**src/rtl/clock_divider_pkg.sv**
```systemverilog
// Function
// - Self clock mode runs core at the self clock rate, bus at half of it.
// - Entering self clock mode clears the PLL source select bit automatically.
// - Flash path divides oscillator by eight when prescale bit set, else passes it.
// - Flash divider divides by six-bit field plus one, range 1 to 64.
// - Serial baud divisor is thirteen bits; zero stops the baud generator.
// - Normal serial baud is bus clock over sixteen times the divisor.
// - Infrared mode gives bus clock over thirty-two times divisor upper twelve bits.
// - SPI baud is bus over (preselect plus one) times two to (rate plus one).
// - I2C baud is bus over mul times twice (2 + scl2tap + (tap-1) * spacing).
// - I2C code decodes multiplier, spacing, tap count and scl2tap with listed exceptions.
// - Timer clock is bus clock over two to the three-bit prescale field.
// - Converter clock is bus clock over twice the five-bit field plus one.
// - Periodic rate is input over (modulus plus one) times two to (9 + prescale).
// - Periodic interrupt off at zero prescale; uses self clock in self clock mode.
// - Watchdog timeout is two to (12 + 2 * field) periods; 6 and 7 give 2^23, 2^24.
// - Watchdog field zero disables the timeout.
// - Periodic divider and watchdog run from the gated oscillator clock.
// - Serial, SPI, I2C, timer and converter dividers use only the bus clock.
// - PLL select picks PLL or oscillator as system clock; bus is half of it.
package clock_divider_pkg;
  localparam int CNT_W = 25;
  localparam int DIV_N = 9;
  localparam int DIV_FLASH_PRE = 0;
  localparam int DIV_FLASH = 1;
  localparam int DIV_SERIAL = 2;
  localparam int DIV_SPI = 3;
  localparam int DIV_I2C = 4;
  localparam int DIV_TIMER = 5;
  localparam int DIV_CONVERTER = 6;
  localparam int DIV_PERIODIC = 7;
  localparam int DIV_WATCHDOG = 8;
  localparam logic [CNT_W-1:0] FLASH_PRE_DIVIDE = 25'h0000008;
  localparam int SERIAL_NORMAL_SHIFT = 4;
  localparam int SERIAL_IR_SHIFT = 5;
  localparam logic [CNT_W-1:0] I2C_BASE_ADD = 25'h0000002;
  localparam logic [CNT_W-1:0] I2C_TAP_BASE = 25'h0000005;
  localparam logic [CNT_W-1:0] I2C_TAP_CODE6 = 25'h000000c;
  localparam logic [CNT_W-1:0] I2C_TAP_CODE7 = 25'h000000f;
  localparam logic [CNT_W-1:0] I2C_SCL2TAP_CODE0 = 25'h0000004;
  localparam logic [CNT_W-1:0] I2C_SCL2TAP_CODE1 = 25'h0000004;
  localparam logic [CNT_W-1:0] I2C_SCL2TAP_CODE2 = 25'h0000006;
  localparam logic [CNT_W-1:0] I2C_SCL2TAP_SUB = 25'h0000002;
  localparam logic [4:0] PERIODIC_BASE_EXP = 5'h09;
  localparam logic [4:0] WATCHDOG_BASE_EXP = 5'h0c;
  localparam logic [4:0] WATCHDOG_EXP_CODE6 = 5'h17;
  localparam logic [4:0] WATCHDOG_EXP_CODE7 = 5'h18;
  localparam logic PLL_SELECT_RESET = 1'h0;

  typedef struct packed {
    logic flash_divide_by_eight;
    logic [5:0] flash_divide_field;
    logic infrared_enable;
    logic [12:0] serial_baud_divisor;
    logic [2:0] spi_preselect;
    logic [2:0] spi_rate_exponent;
    logic [7:0] i2c_divider_code;
    logic [2:0] timer_divide_select;
    logic [4:0] converter_divide_select;
    logic [6:0] periodic_divide_fields;
    logic [2:0] watchdog_timeout_select;
  } divide_config_type;

  typedef struct packed {
    logic flash;
    logic serial;
    logic spi;
    logic i2c;
    logic timer;
    logic converter;
    logic periodic_interrupt;
    logic watchdog_timeout;
  } rate_ticks_type;

  typedef struct packed {
    logic [CNT_W-1:0] cnt;
    logic pulse;
  } divider_state_type;

  typedef enum logic [1:0] {
    MODE_OSC = 2'b00,
    MODE_PLL = 2'b01,
    MODE_SELF = 2'b11
  } clock_mode_type;

  typedef struct packed {
    clock_mode_type mode;
    logic pll_sel;
    logic scm_prev;
    logic bus_phase;
    logic core_tick;
    logic bus_tick;
    logic osc_tick;
  } clock_state_type;
endpackage : clock_divider_pkg

```
**src/rtl/peripheral_clock_dividers.sv**
```systemverilog
`timescale 1ns/1ps
`default_nettype none
module peripheral_clock_dividers
  import clock_divider_pkg::*;
(
  input wire logic mclk,
  input wire logic srst,
  input wire logic osc_tick,
  input wire logic pll_tick,
  input wire logic scm_tick,
  input wire logic self_clock_mode,
  input wire logic osc_gate_enable,
  input wire logic pll_select_write,
  input wire logic pll_select_wdata,
  input wire logic watchdog_service,
  input wire divide_config_type cfg,
  output logic pll_source_select,
  output logic core_tick,
  output logic bus_tick,
  output rate_ticks_type ticks
);
  clock_state_type s_q;
  clock_state_type s_d;
  logic sys_src;
  logic osc_src;
  logic gated_osc;
  logic [DIV_N-1:0] div_tick;
  logic [DIV_N-1:0] div_enable;
  logic [DIV_N-1:0] div_restart;
  logic [DIV_N-1:0] div_pulse;
  logic [CNT_W-1:0] div_limit [DIV_N];

  function automatic logic [CNT_W-1:0] pow2_minus1(input logic [4:0] e);
    logic [CNT_W-1:0] one;
    one = 25'h0000001;
    return (one << e) - one;
  endfunction : pow2_minus1

  function automatic logic [CNT_W-1:0] widen3(input logic [2:0] v);
    return {22'h000000, v};
  endfunction : widen3

  function automatic logic [CNT_W-1:0] serial_limit(
    input logic [12:0] divisor,
    input logic infrared
  );
    logic [CNT_W-1:0] wide;
    wide = {12'h000, divisor};
    if (infrared)
    begin
      wide = {13'h0000, divisor[12:1]};
      return (wide << SERIAL_IR_SHIFT) - 25'h0000001;
    end
    return (wide << SERIAL_NORMAL_SHIFT) - 25'h0000001;
  endfunction : serial_limit

  function automatic logic serial_on(
    input logic [12:0] divisor,
    input logic infrared
  );
    if (infrared)
    begin
      return divisor[12:1] != 12'h000;
    end
    return divisor != 13'h0000;
  endfunction : serial_on

  function automatic logic [CNT_W-1:0] spi_limit(
    input logic [2:0] preselect,
    input logic [2:0] rate
  );
    logic [CNT_W-1:0] pre;
    logic [4:0] sh;
    pre = widen3(preselect) + 25'h0000001;
    sh = {2'h0, rate} + 5'h01;
    return (pre << sh) - 25'h0000001;
  endfunction : spi_limit

  function automatic logic [CNT_W-1:0] i2c_limit(input logic [7:0] code);
    logic [CNT_W-1:0] tap;
    logic [CNT_W-1:0] spacing;
    logic [CNT_W-1:0] scl2tap;
    logic [CNT_W-1:0] inner;
    logic [4:0] mul_exp;
    tap = '0;
    spacing = '0;
    scl2tap = '0;
    inner = '0;
    mul_exp = {3'h0, code[7:6]};
    spacing = 25'h0000001 << code[5:3];
    unique case (code[2:0])
      3'h6: tap = I2C_TAP_CODE6;
      3'h7: tap = I2C_TAP_CODE7;
      default: tap = I2C_TAP_BASE + widen3(code[2:0]);
    endcase
    unique case (code[5:3])
      3'h0: scl2tap = I2C_SCL2TAP_CODE0;
      3'h1: scl2tap = I2C_SCL2TAP_CODE1;
      3'h2: scl2tap = I2C_SCL2TAP_CODE2;
      default: scl2tap = spacing - I2C_SCL2TAP_SUB;
    endcase
    inner = I2C_BASE_ADD + scl2tap + (tap - 25'h0000001) * spacing;
    return ((inner << 1) << mul_exp) - 25'h0000001;
  endfunction : i2c_limit

  function automatic logic [CNT_W-1:0] timer_limit(input logic [2:0] sel);
    return pow2_minus1({2'h0, sel});
  endfunction : timer_limit

  function automatic logic [CNT_W-1:0] converter_limit(input logic [4:0] sel);
    logic [CNT_W-1:0] wide;
    wide = {20'h00000, sel};
    return (wide << 1) + 25'h0000001;
  endfunction : converter_limit

  function automatic logic [CNT_W-1:0] periodic_limit(input logic [6:0] fields);
    logic [CNT_W-1:0] modulus;
    logic [4:0] sh;
    modulus = {21'h000000, fields[3:0]} + 25'h0000001;
    sh = PERIODIC_BASE_EXP + {2'h0, fields[6:4]};
    return (modulus << sh) - 25'h0000001;
  endfunction : periodic_limit

  function automatic logic [CNT_W-1:0] watchdog_limit(input logic [2:0] sel);
    logic [4:0] e;
    e = '0;
    unique case (sel)
      3'h6: e = WATCHDOG_EXP_CODE6;
      3'h7: e = WATCHDOG_EXP_CODE7;
      default: e = WATCHDOG_BASE_EXP + {1'h0, sel, 1'h0};
    endcase
    return pow2_minus1(e);
  endfunction : watchdog_limit

  // System clock source selection
  always_comb
  begin
    unique case (s_q.mode)
      MODE_SELF: sys_src = scm_tick;
      MODE_PLL: sys_src = pll_tick;
      MODE_OSC: sys_src = osc_tick;
      default: sys_src = osc_tick;
    endcase
  end

  // Oscillator follows the self clock while in self clock mode
  assign osc_src = self_clock_mode ? scm_tick : osc_tick;
  assign gated_osc = s_q.osc_tick & osc_gate_enable;

  always_comb
  begin
    s_d = s_q;
    s_d.scm_prev = self_clock_mode;
    if (pll_select_write)
    begin
      s_d.pll_sel = pll_select_wdata;
    end
    if (self_clock_mode && !s_q.scm_prev)
    begin
      s_d.pll_sel = 1'b0;
    end
    if (self_clock_mode)
    begin
      s_d.mode = MODE_SELF;
    end
    else if (s_d.pll_sel)
    begin
      s_d.mode = MODE_PLL;
    end
    else
    begin
      s_d.mode = MODE_OSC;
    end
    s_d.core_tick = sys_src;
    s_d.bus_tick = sys_src & s_q.bus_phase;
    if (sys_src)
    begin
      s_d.bus_phase = ~s_q.bus_phase;
    end
    s_d.osc_tick = osc_src;
  end

  always_ff @(posedge mclk)
  begin
    if (srst)
    begin
      s_q.mode <= MODE_OSC;
      s_q.pll_sel <= PLL_SELECT_RESET;
      s_q.scm_prev <= 1'b0;
      s_q.bus_phase <= 1'b0;
      s_q.core_tick <= 1'b0;
      s_q.bus_tick <= 1'b0;
      s_q.osc_tick <= 1'b0;
    end
    else
    begin
      s_q <= s_d;
    end
  end

  // Divider inputs
  always_comb
  begin
    div_tick = '0;
    div_enable = '1;
    div_restart = '0;
    div_tick[DIV_FLASH_PRE] = s_q.osc_tick;
    div_enable[DIV_FLASH_PRE] = cfg.flash_divide_by_eight;
    div_limit[DIV_FLASH_PRE] = FLASH_PRE_DIVIDE - 25'h0000001;
    if (cfg.flash_divide_by_eight)
    begin
      div_tick[DIV_FLASH] = div_pulse[DIV_FLASH_PRE];
    end
    else
    begin
      div_tick[DIV_FLASH] = s_q.osc_tick;
    end
    div_limit[DIV_FLASH] = {19'h00000, cfg.flash_divide_field};
    div_tick[DIV_SERIAL] = s_q.bus_tick;
    div_enable[DIV_SERIAL] = serial_on(cfg.serial_baud_divisor,
      cfg.infrared_enable);
    div_limit[DIV_SERIAL] = serial_limit(cfg.serial_baud_divisor,
      cfg.infrared_enable);
    div_tick[DIV_SPI] = s_q.bus_tick;
    div_limit[DIV_SPI] = spi_limit(cfg.spi_preselect, cfg.spi_rate_exponent);
    div_tick[DIV_I2C] = s_q.bus_tick;
    div_limit[DIV_I2C] = i2c_limit(cfg.i2c_divider_code);
    div_tick[DIV_TIMER] = s_q.bus_tick;
    div_limit[DIV_TIMER] = timer_limit(cfg.timer_divide_select);
    div_tick[DIV_CONVERTER] = s_q.bus_tick;
    div_limit[DIV_CONVERTER] = converter_limit(cfg.converter_divide_select);
    div_tick[DIV_PERIODIC] = gated_osc;
    div_enable[DIV_PERIODIC] = cfg.periodic_divide_fields[6:4] != 3'h0;
    div_limit[DIV_PERIODIC] = periodic_limit(cfg.periodic_divide_fields);
    div_tick[DIV_WATCHDOG] = gated_osc;
    div_enable[DIV_WATCHDOG] = cfg.watchdog_timeout_select != 3'h0;
    div_restart[DIV_WATCHDOG] = watchdog_service;
    div_limit[DIV_WATCHDOG] = watchdog_limit(cfg.watchdog_timeout_select);
  end

  genvar gi;
  generate
    for (gi = 0; gi < DIV_N; gi++)
    begin : g_div
      rate_divider u_div (
        .mclk(mclk),
        .srst(srst),
        .tick(div_tick[gi]),
        .enable(div_enable[gi]),
        .restart(div_restart[gi]),
        .limit(div_limit[gi]),
        .pulse(div_pulse[gi])
      );
    end
  endgenerate

  assign pll_source_select = s_q.pll_sel;
  assign core_tick = s_q.core_tick;
  assign bus_tick = s_q.bus_tick;
  assign ticks.flash = div_pulse[DIV_FLASH];
  assign ticks.serial = div_pulse[DIV_SERIAL];
  assign ticks.spi = div_pulse[DIV_SPI];
  assign ticks.i2c = div_pulse[DIV_I2C];
  assign ticks.timer = div_pulse[DIV_TIMER];
  assign ticks.converter = div_pulse[DIV_CONVERTER];
  assign ticks.periodic_interrupt = div_pulse[DIV_PERIODIC];
  assign ticks.watchdog_timeout = div_pulse[DIV_WATCHDOG];
endmodule : peripheral_clock_dividers
`default_nettype wire

```
**src/rtl/rate_divider.sv**
```systemverilog
`timescale 1ns/1ps
`default_nettype none
module rate_divider
  import clock_divider_pkg::*;
(
  input wire logic mclk,
  input wire logic srst,
  input wire logic tick,
  input wire logic enable,
  input wire logic restart,
  input wire logic [CNT_W-1:0] limit,
  output logic pulse
);
  divider_state_type s_q;
  divider_state_type s_d;

  always_comb
  begin
    s_d = s_q;
    s_d.pulse = 1'b0;
    if (!enable || restart)
    begin
      s_d.cnt = '0;
    end
    else if (tick)
    begin
      if (s_q.cnt >= limit)
      begin
        s_d.cnt = '0;
        s_d.pulse = 1'b1;
      end
      else
      begin
        s_d.cnt = s_q.cnt + 25'h0000001;
      end
    end
  end

  always_ff @(posedge mclk)
  begin
    if (srst)
    begin
      s_q <= '0;
    end
    else
    begin
      s_q <= s_d;
    end
  end

  assign pulse = s_q.pulse;
endmodule : rate_divider
`default_nettype wire

```
**config.mk**
```make
export PLATFORM = sky130hd
export DESIGN_NAME = peripheral_clock_dividers
export DESIGN_NICKNAME = d
export VERILOG_FILES = /design/src/rtl/clock_divider_pkg.sv /design/src/rtl/peripheral_clock_dividers.sv /design/src/rtl/rate_divider.sv
export SDC_FILE = /design/constraint.sdc
export NUM_CORES = 1
export LEC_CHECK = 0
export BUFFER_PORTS_ARGS = -buffer_cell sky130_fd_sc_hd__buf_2
export CAP_MARGIN = 30
export CORE_ASPECT_RATIO = 0.9
export CORE_MARGIN = 10
export CORE_UTILIZATION = 50
export CTS_CLUSTER_DIAMETER = 150
export DETAILED_ROUTE_END_ITERATION = 10
export PLACE_DENSITY_LB_ADDON = 0.25
export SYNTH_ARGS = -nofsm -noshare
export SYNTH_HDL_FRONTEND = slang
export SYNTH_HIERARCHICAL = 1
export SYNTH_SLANG_ARGS = --single-unit
```
**constraint.sdc**
```tcl
create_clock -name mclk -period 10.78 [get_ports mclk]
set_clock_uncertainty 0.2 [all_clocks]
set_input_delay 1.617 -clock mclk [delete_from_list [all_inputs] [get_ports mclk]]
set_output_delay 1.617 -clock mclk [all_outputs]
set_load 0.02 [all_outputs]
```
Word level (Yosys, flattened, before mapping)

Index checks and enable logic that the tools add are counted.

Add/sub/neg operators: 27
Multipliers: 1
$lt $le $gt $ge: 9
Equal/unequal tests: 8
Shift operators: 6
Multiplexer cells: 34
Bitwise gates (word level): 10
Reductions and logical operators: 20

Operators by type and width:

| kind                                                                                 | number |
|---|---|
| 25-bit two-way mux                                                                   | 11 |
| 25-bit by 1-bit adder with 25-bit output, second input constant                      | 9 |
| 25-bit by 1-bit subtractor with 25-bit output, second input constant                 | 7 |
| 25-bit greater-or-equal comparator                                                   | 6 |
| 1-bit by 3-bit << shifter with 25-bit output, first input constant                   | 2 |
| 24-bit one-hot mux with 2 select lines                                               | 1 |
| 25-bit by 3-bit greater-or-equal comparator with 1-bit output, second input constant | 1 |
| 25-bit by 6-bit greater-or-equal comparator with 1-bit output                        | 1 |
| 25-bit by 7-bit greater-or-equal comparator with 1-bit output                        | 1 |
| 25-bit by 25-bit multiplier with 24-bit output                                       | 1 |
| 1-bit by 5-bit << shifter with 25-bit output, first input constant                   | 1 |
| 25-bit by 2-bit << shifter with 25-bit output                                        | 1 |
| 4-bit by 4-bit << shifter with 25-bit output                                         | 1 |
| 5-bit by 5-bit << shifter with 25-bit output                                         | 1 |
| 2-bit by 24-bit adder with 24-bit output, first input constant                       | 1 |
| 24-bit adder                                                                         | 1 |
| 24-bit by 2-bit subtractor with 24-bit output, second input constant                 | 1 |
| 17-bit by 1-bit subtractor with 18-bit output, second input constant                 | 1 |
| 1-bit two-way mux                                                                    | 17 |
| 2-bit OR reduction                                                                   | 7 |
| 13-bit two-way mux                                                                   | 1 |
| 13-bit nonzero test                                                                  | 1 |
| 3-bit == test, second input constant                                                 | 4 |
| 12-bit nonzero test                                                                  | 1 |
| other kinds (22)                                                                     | 36 |

Flip-flop bits (word level): 242
Output and inout bits: 11
Logic and storage cells: 140

Logic depth before layout (Yosys ltp)

Word-level depth: 9
Gate-level depth with buffers: 45

Hierarchy

Netlist, hierarchy kept.

Modules (own cells, without submodules):

| module                    | times used | cells each | area each (sq um) | sequential area each (sq um) |
|---|---|---|---|---|
| rate_divider              | 9          | 220        | 1900.6            | 520.5 |
| peripheral_clock_dividers | 1          | 1416       | 9977.1            | 140.1 |

Worst setup path after synthesis

No wires, ideal clock.

Kind: input to register
Start: in cfg[18] (netlist name)
End: reg g_div[4].u_div/s_q[10] (netlist name)
Library setup time: 141 ps
Data arrival time: 10938 ps
Data required time: 10439 ps
Path slack: -499 ps
Cell stages on the path: 40
Buffers on the path: 3
Cells stage by stage: clkbuf_1 > inv_1 > ha_1 > nand2_1 > nand2b_1 > o21ai_1 > nor2_1 > ha_1 > or3_1 > fa_1 > fa_1 > inv_1 > ha_1 > ha_1 > fa_1 > ha_1 > inv_1 > fa_1 > [... 4 more ...] > o21ai_1 > or2_1 > o2111a_1 > a311oi_1 > nor2_1 > or4_4 > or4_4 > o21a_1 > nor4_1 > inv_1 > ha_1 > nand4_1 > nor4_1 > nand4_1 > a21o_1 > a21oi_2 > buf_6 > nor3_2

RTL lines:

| element                | RTL line                        | source |
|---|---|---|
| start: declaration     | peripheral_clock_dividers.sv:16 | `input wire divide_config_type cfg,` |
| end signal: assignment | rate_divider.sv:43              | `s_q <= '0;` |
| end signal: assignment | rate_divider.sv:47              | `s_q <= s_d;` |
| end: declaration       | rate_divider.sv:14              | `divider_state_type s_q;` |

==> impl_metrics.yaml <==
floorplanning:
  pin_count: 74
  rows: 80
  die_y_um: 241
  coreArea_um2: 53400
  start_util_pct: 50.8
  die_x_um: 265
  die_area_um2: 63900
synth:
  ys_async_sr_fraction_pct: 0
  synth.area.top_cells: "dfxtp_1, ha_1, nor3_2"
  synth_area_um2: 27100
  synth_top_cell_by_area: "dfxtp_1"
  syn_inst: 3396
  yosysWarnings: 6
  synth_top_area_share_pct: 17.8
  syn_area_per_cell_um2: 7.97
  synth.distinct_cells: 89
  ys_seq_area_share_pct: 17.8
  synthFlopType: "dfxtp_1"
  yosys_register_bits: 241
  synth_edf_count: 0
cts:
  htreeDepth: 1
  cts_root_buf: "clkbuf_16"
  clk_latency_ns: 0.57
  cts_tree: "built"
  numCtsBuffers: 29
  clock-sinks: 241
  path_clk_slew_ns: 0.06
  clockBufferDepth: 3
finish:
  layout_common_cells: "inv_1, ha_1, nand2_1"
  finalNetCount: 4146
  area_growth_pct: 14.4
  fill_cells: 5015
  drive_above_1_share_pct: 17.0
  layout_commonest_cell: "inv_1"
  n_antenna_cell: 0
worst_setup_path:
  crit_buf_inv: 7
  crit_fanout: 6
  cp.arrival_ns: 10.62
  path_class: "in2reg"
  critPathRequiredTime_ns: 10.99
  crit_path_start_kind: "input pin"
  crit_slowest_cell: "or4_4"
  crit_family: "adder cells"
  worst_path_largest_cell_delay_ns: 0.55
  worst_setup_path_end_kind: "flip-flop"
run_status:
  status: "finished clean"
grt:
  grt_pass1_wl_um: 104000
  met2_usage_pct: 30.0
  antenna_found_initial: 0
  grt_max_degree: 73
  top_usage_layer: "met2"
  use_met1_pct: 26.2
  grt_overflow_total: 0
  grt_pass1_vias: 22200
  track_usage_pct: 18.4
  grt_use_met3_pct: 1.44
flow_run:
  drv_cap: 0
sta:
  hold_viol: 0
  finalCriticalPeriod_ns: 10.41
  timing.final.ws_setup_ns: 0.372
  worst_slew_pin_slew_ns: 0.881
  slew_headroom_pct: 41.3
  rsz0062_at_grt: "true"
  min_period_over_period_pct: 96.6
  setup_viol: 0
  slew_violations: 0
  finalSetupTns_ns: 0
  worst_hold_slack_ns: 0.279
  max_freq_mhz: 96.1
route:
  drc: 0
  vias: 23600
  ant_nets: 0
  firstDrtPassIters: 6
  drt_wl_total_um: 60200
  avgRoutedWirePerCell_um: 13.8
  via_per_inst: 5.39
  detail_route.iter0.violations: 1235
min_path:
  hp-class: "reg2reg"
place:
  place_hpwl_um: 46000
  io_buffers: 73
  gp_congestion: 0.868
  dp_slack_ns: -0.326
pwr:
  p_leak_uw: 0.0135
  peakVddDrop_mv: 0.107
  pwr_density_cell_nw_per_um2: 94.5
[registers in the layout, summed over array words and instances (netlist names)]
signal and cells:
pll_source_select 1, core_tick 1, g_div.u_div/s_q 225, s_q 3
g_div.u_div/pulse 9, div_tick 1, bus_tick 1
[report_power, final]
group          internal, uW  switching [uW]  leakage, uW  total, uW
clock                   654             404     0.000500       1060
sequential              893            2.15      0.00194        896
combinational           420             556       0.0110        976
total                  1970             962       0.0135       2930
[repair_timing]
item                                    in CTS  in global routing
gates resized for setup                      0                101
buffers inserted                             0                 12
hold buffers                                 0                  0
endpoints found under the setup margin       0                 26
endpoints found under the hold margin        0                  0
[stage by stage]
step | area, um^2 | std cells | total power (uW) | utilization (%)
5_1_grt | 31000 | 4375 | 3120 | 58.1
6_report | 31000 | 4375 | 2930 | 58.1
3_3_place_gp | 29400 | 4307 | 1830 | 55.1
3_5_place_dp | 29400 | 4307 | 1830 | 55.1
4_1_cts | 30400 | 4360 | 2910 | 57.0
2_1_floorplan | 27500 | 3491 | 1570 | -
[synthesized netlist by cell type (59+ instances only)]
cell / count
inv_1: 438
ha_1: 346
nand2_1: 277
dfxtp_1: 241
nor2_1: 197
nor3_2: 180
xor2_1: 159
nand3_1: 158
a21oi_1: 151
nand4_1: 125
nor3_1: 104
xnor2_1: 102
o21ai_0: 95
fa_1: 81
clkbuf_1: 66
nor2b_1: 59
[worst paths after layout]
path | start | endpoint | slack [ns] | depth (start not counted)
hold / removal | s_q[3] | bus_tick | 0.28 | 1
setup reg to reg | g_div[1].u_div/s_q[24] | g_div[1].u_div/s_q[24] | 7.60 | 8
hold reg to reg | s_q[3] | bus_tick | 0.28 | 1
setup / recovery | cfg[19] | g_div[4].u_div/s_q[18] | 0.37 | 40
[worst register-to-register path: cells and delay by family (launching register included)]
kind,cells,cell delay (ns)
and+or+nand+nor,4,0.85
AOI/OAI and AO/OA,2,0.97
DFF,1,0.33
buffers and inverters,1,0.36
adders and majority gates,1,0.32
[cell type report]
cell class | count | area, um^2 | area share, %
multi-input combinational | 2695 | 20800 | 67.3
sequential | 241 | 4820 | 15.6
timing repair buffer | 251 | 1780 | 5.74
inverter | 438 | 1640 | 5.30
tap | 697 | 872 | 2.81
clock buffer | 42 | 835 | 2.69
clock inverter | 11 | 190 | 0.614
[per-layer routing]
| layer | vias up | wire (um) |
|---|---|---|
| li1 | 12300 | - |
| met1 | 10900 | 30800 |
| met2 | 316 | 26700 |
| met3 | 60 | 1730 |
| met4 | 0 | 1020 |
| met5 | - | 0 |
[logic make-up (layout without fill, tap and decap cells)]
logic type	after synthesis	after routing	share of synthesized area, %
and+or+nand+nor	1346	1346	29.0
buffers and inverters	555	742	8.36
AOI/OAI and AO/OA	535	535	13.3
adders and majority gates	427	427	22.0
xor gates and xnor gates	261	261	8.44
DFF	241	241	17.8
muxes	29	29	1.11
other	2	97	0.0277
Note: power is estimated with default switching activity, not from simulation.
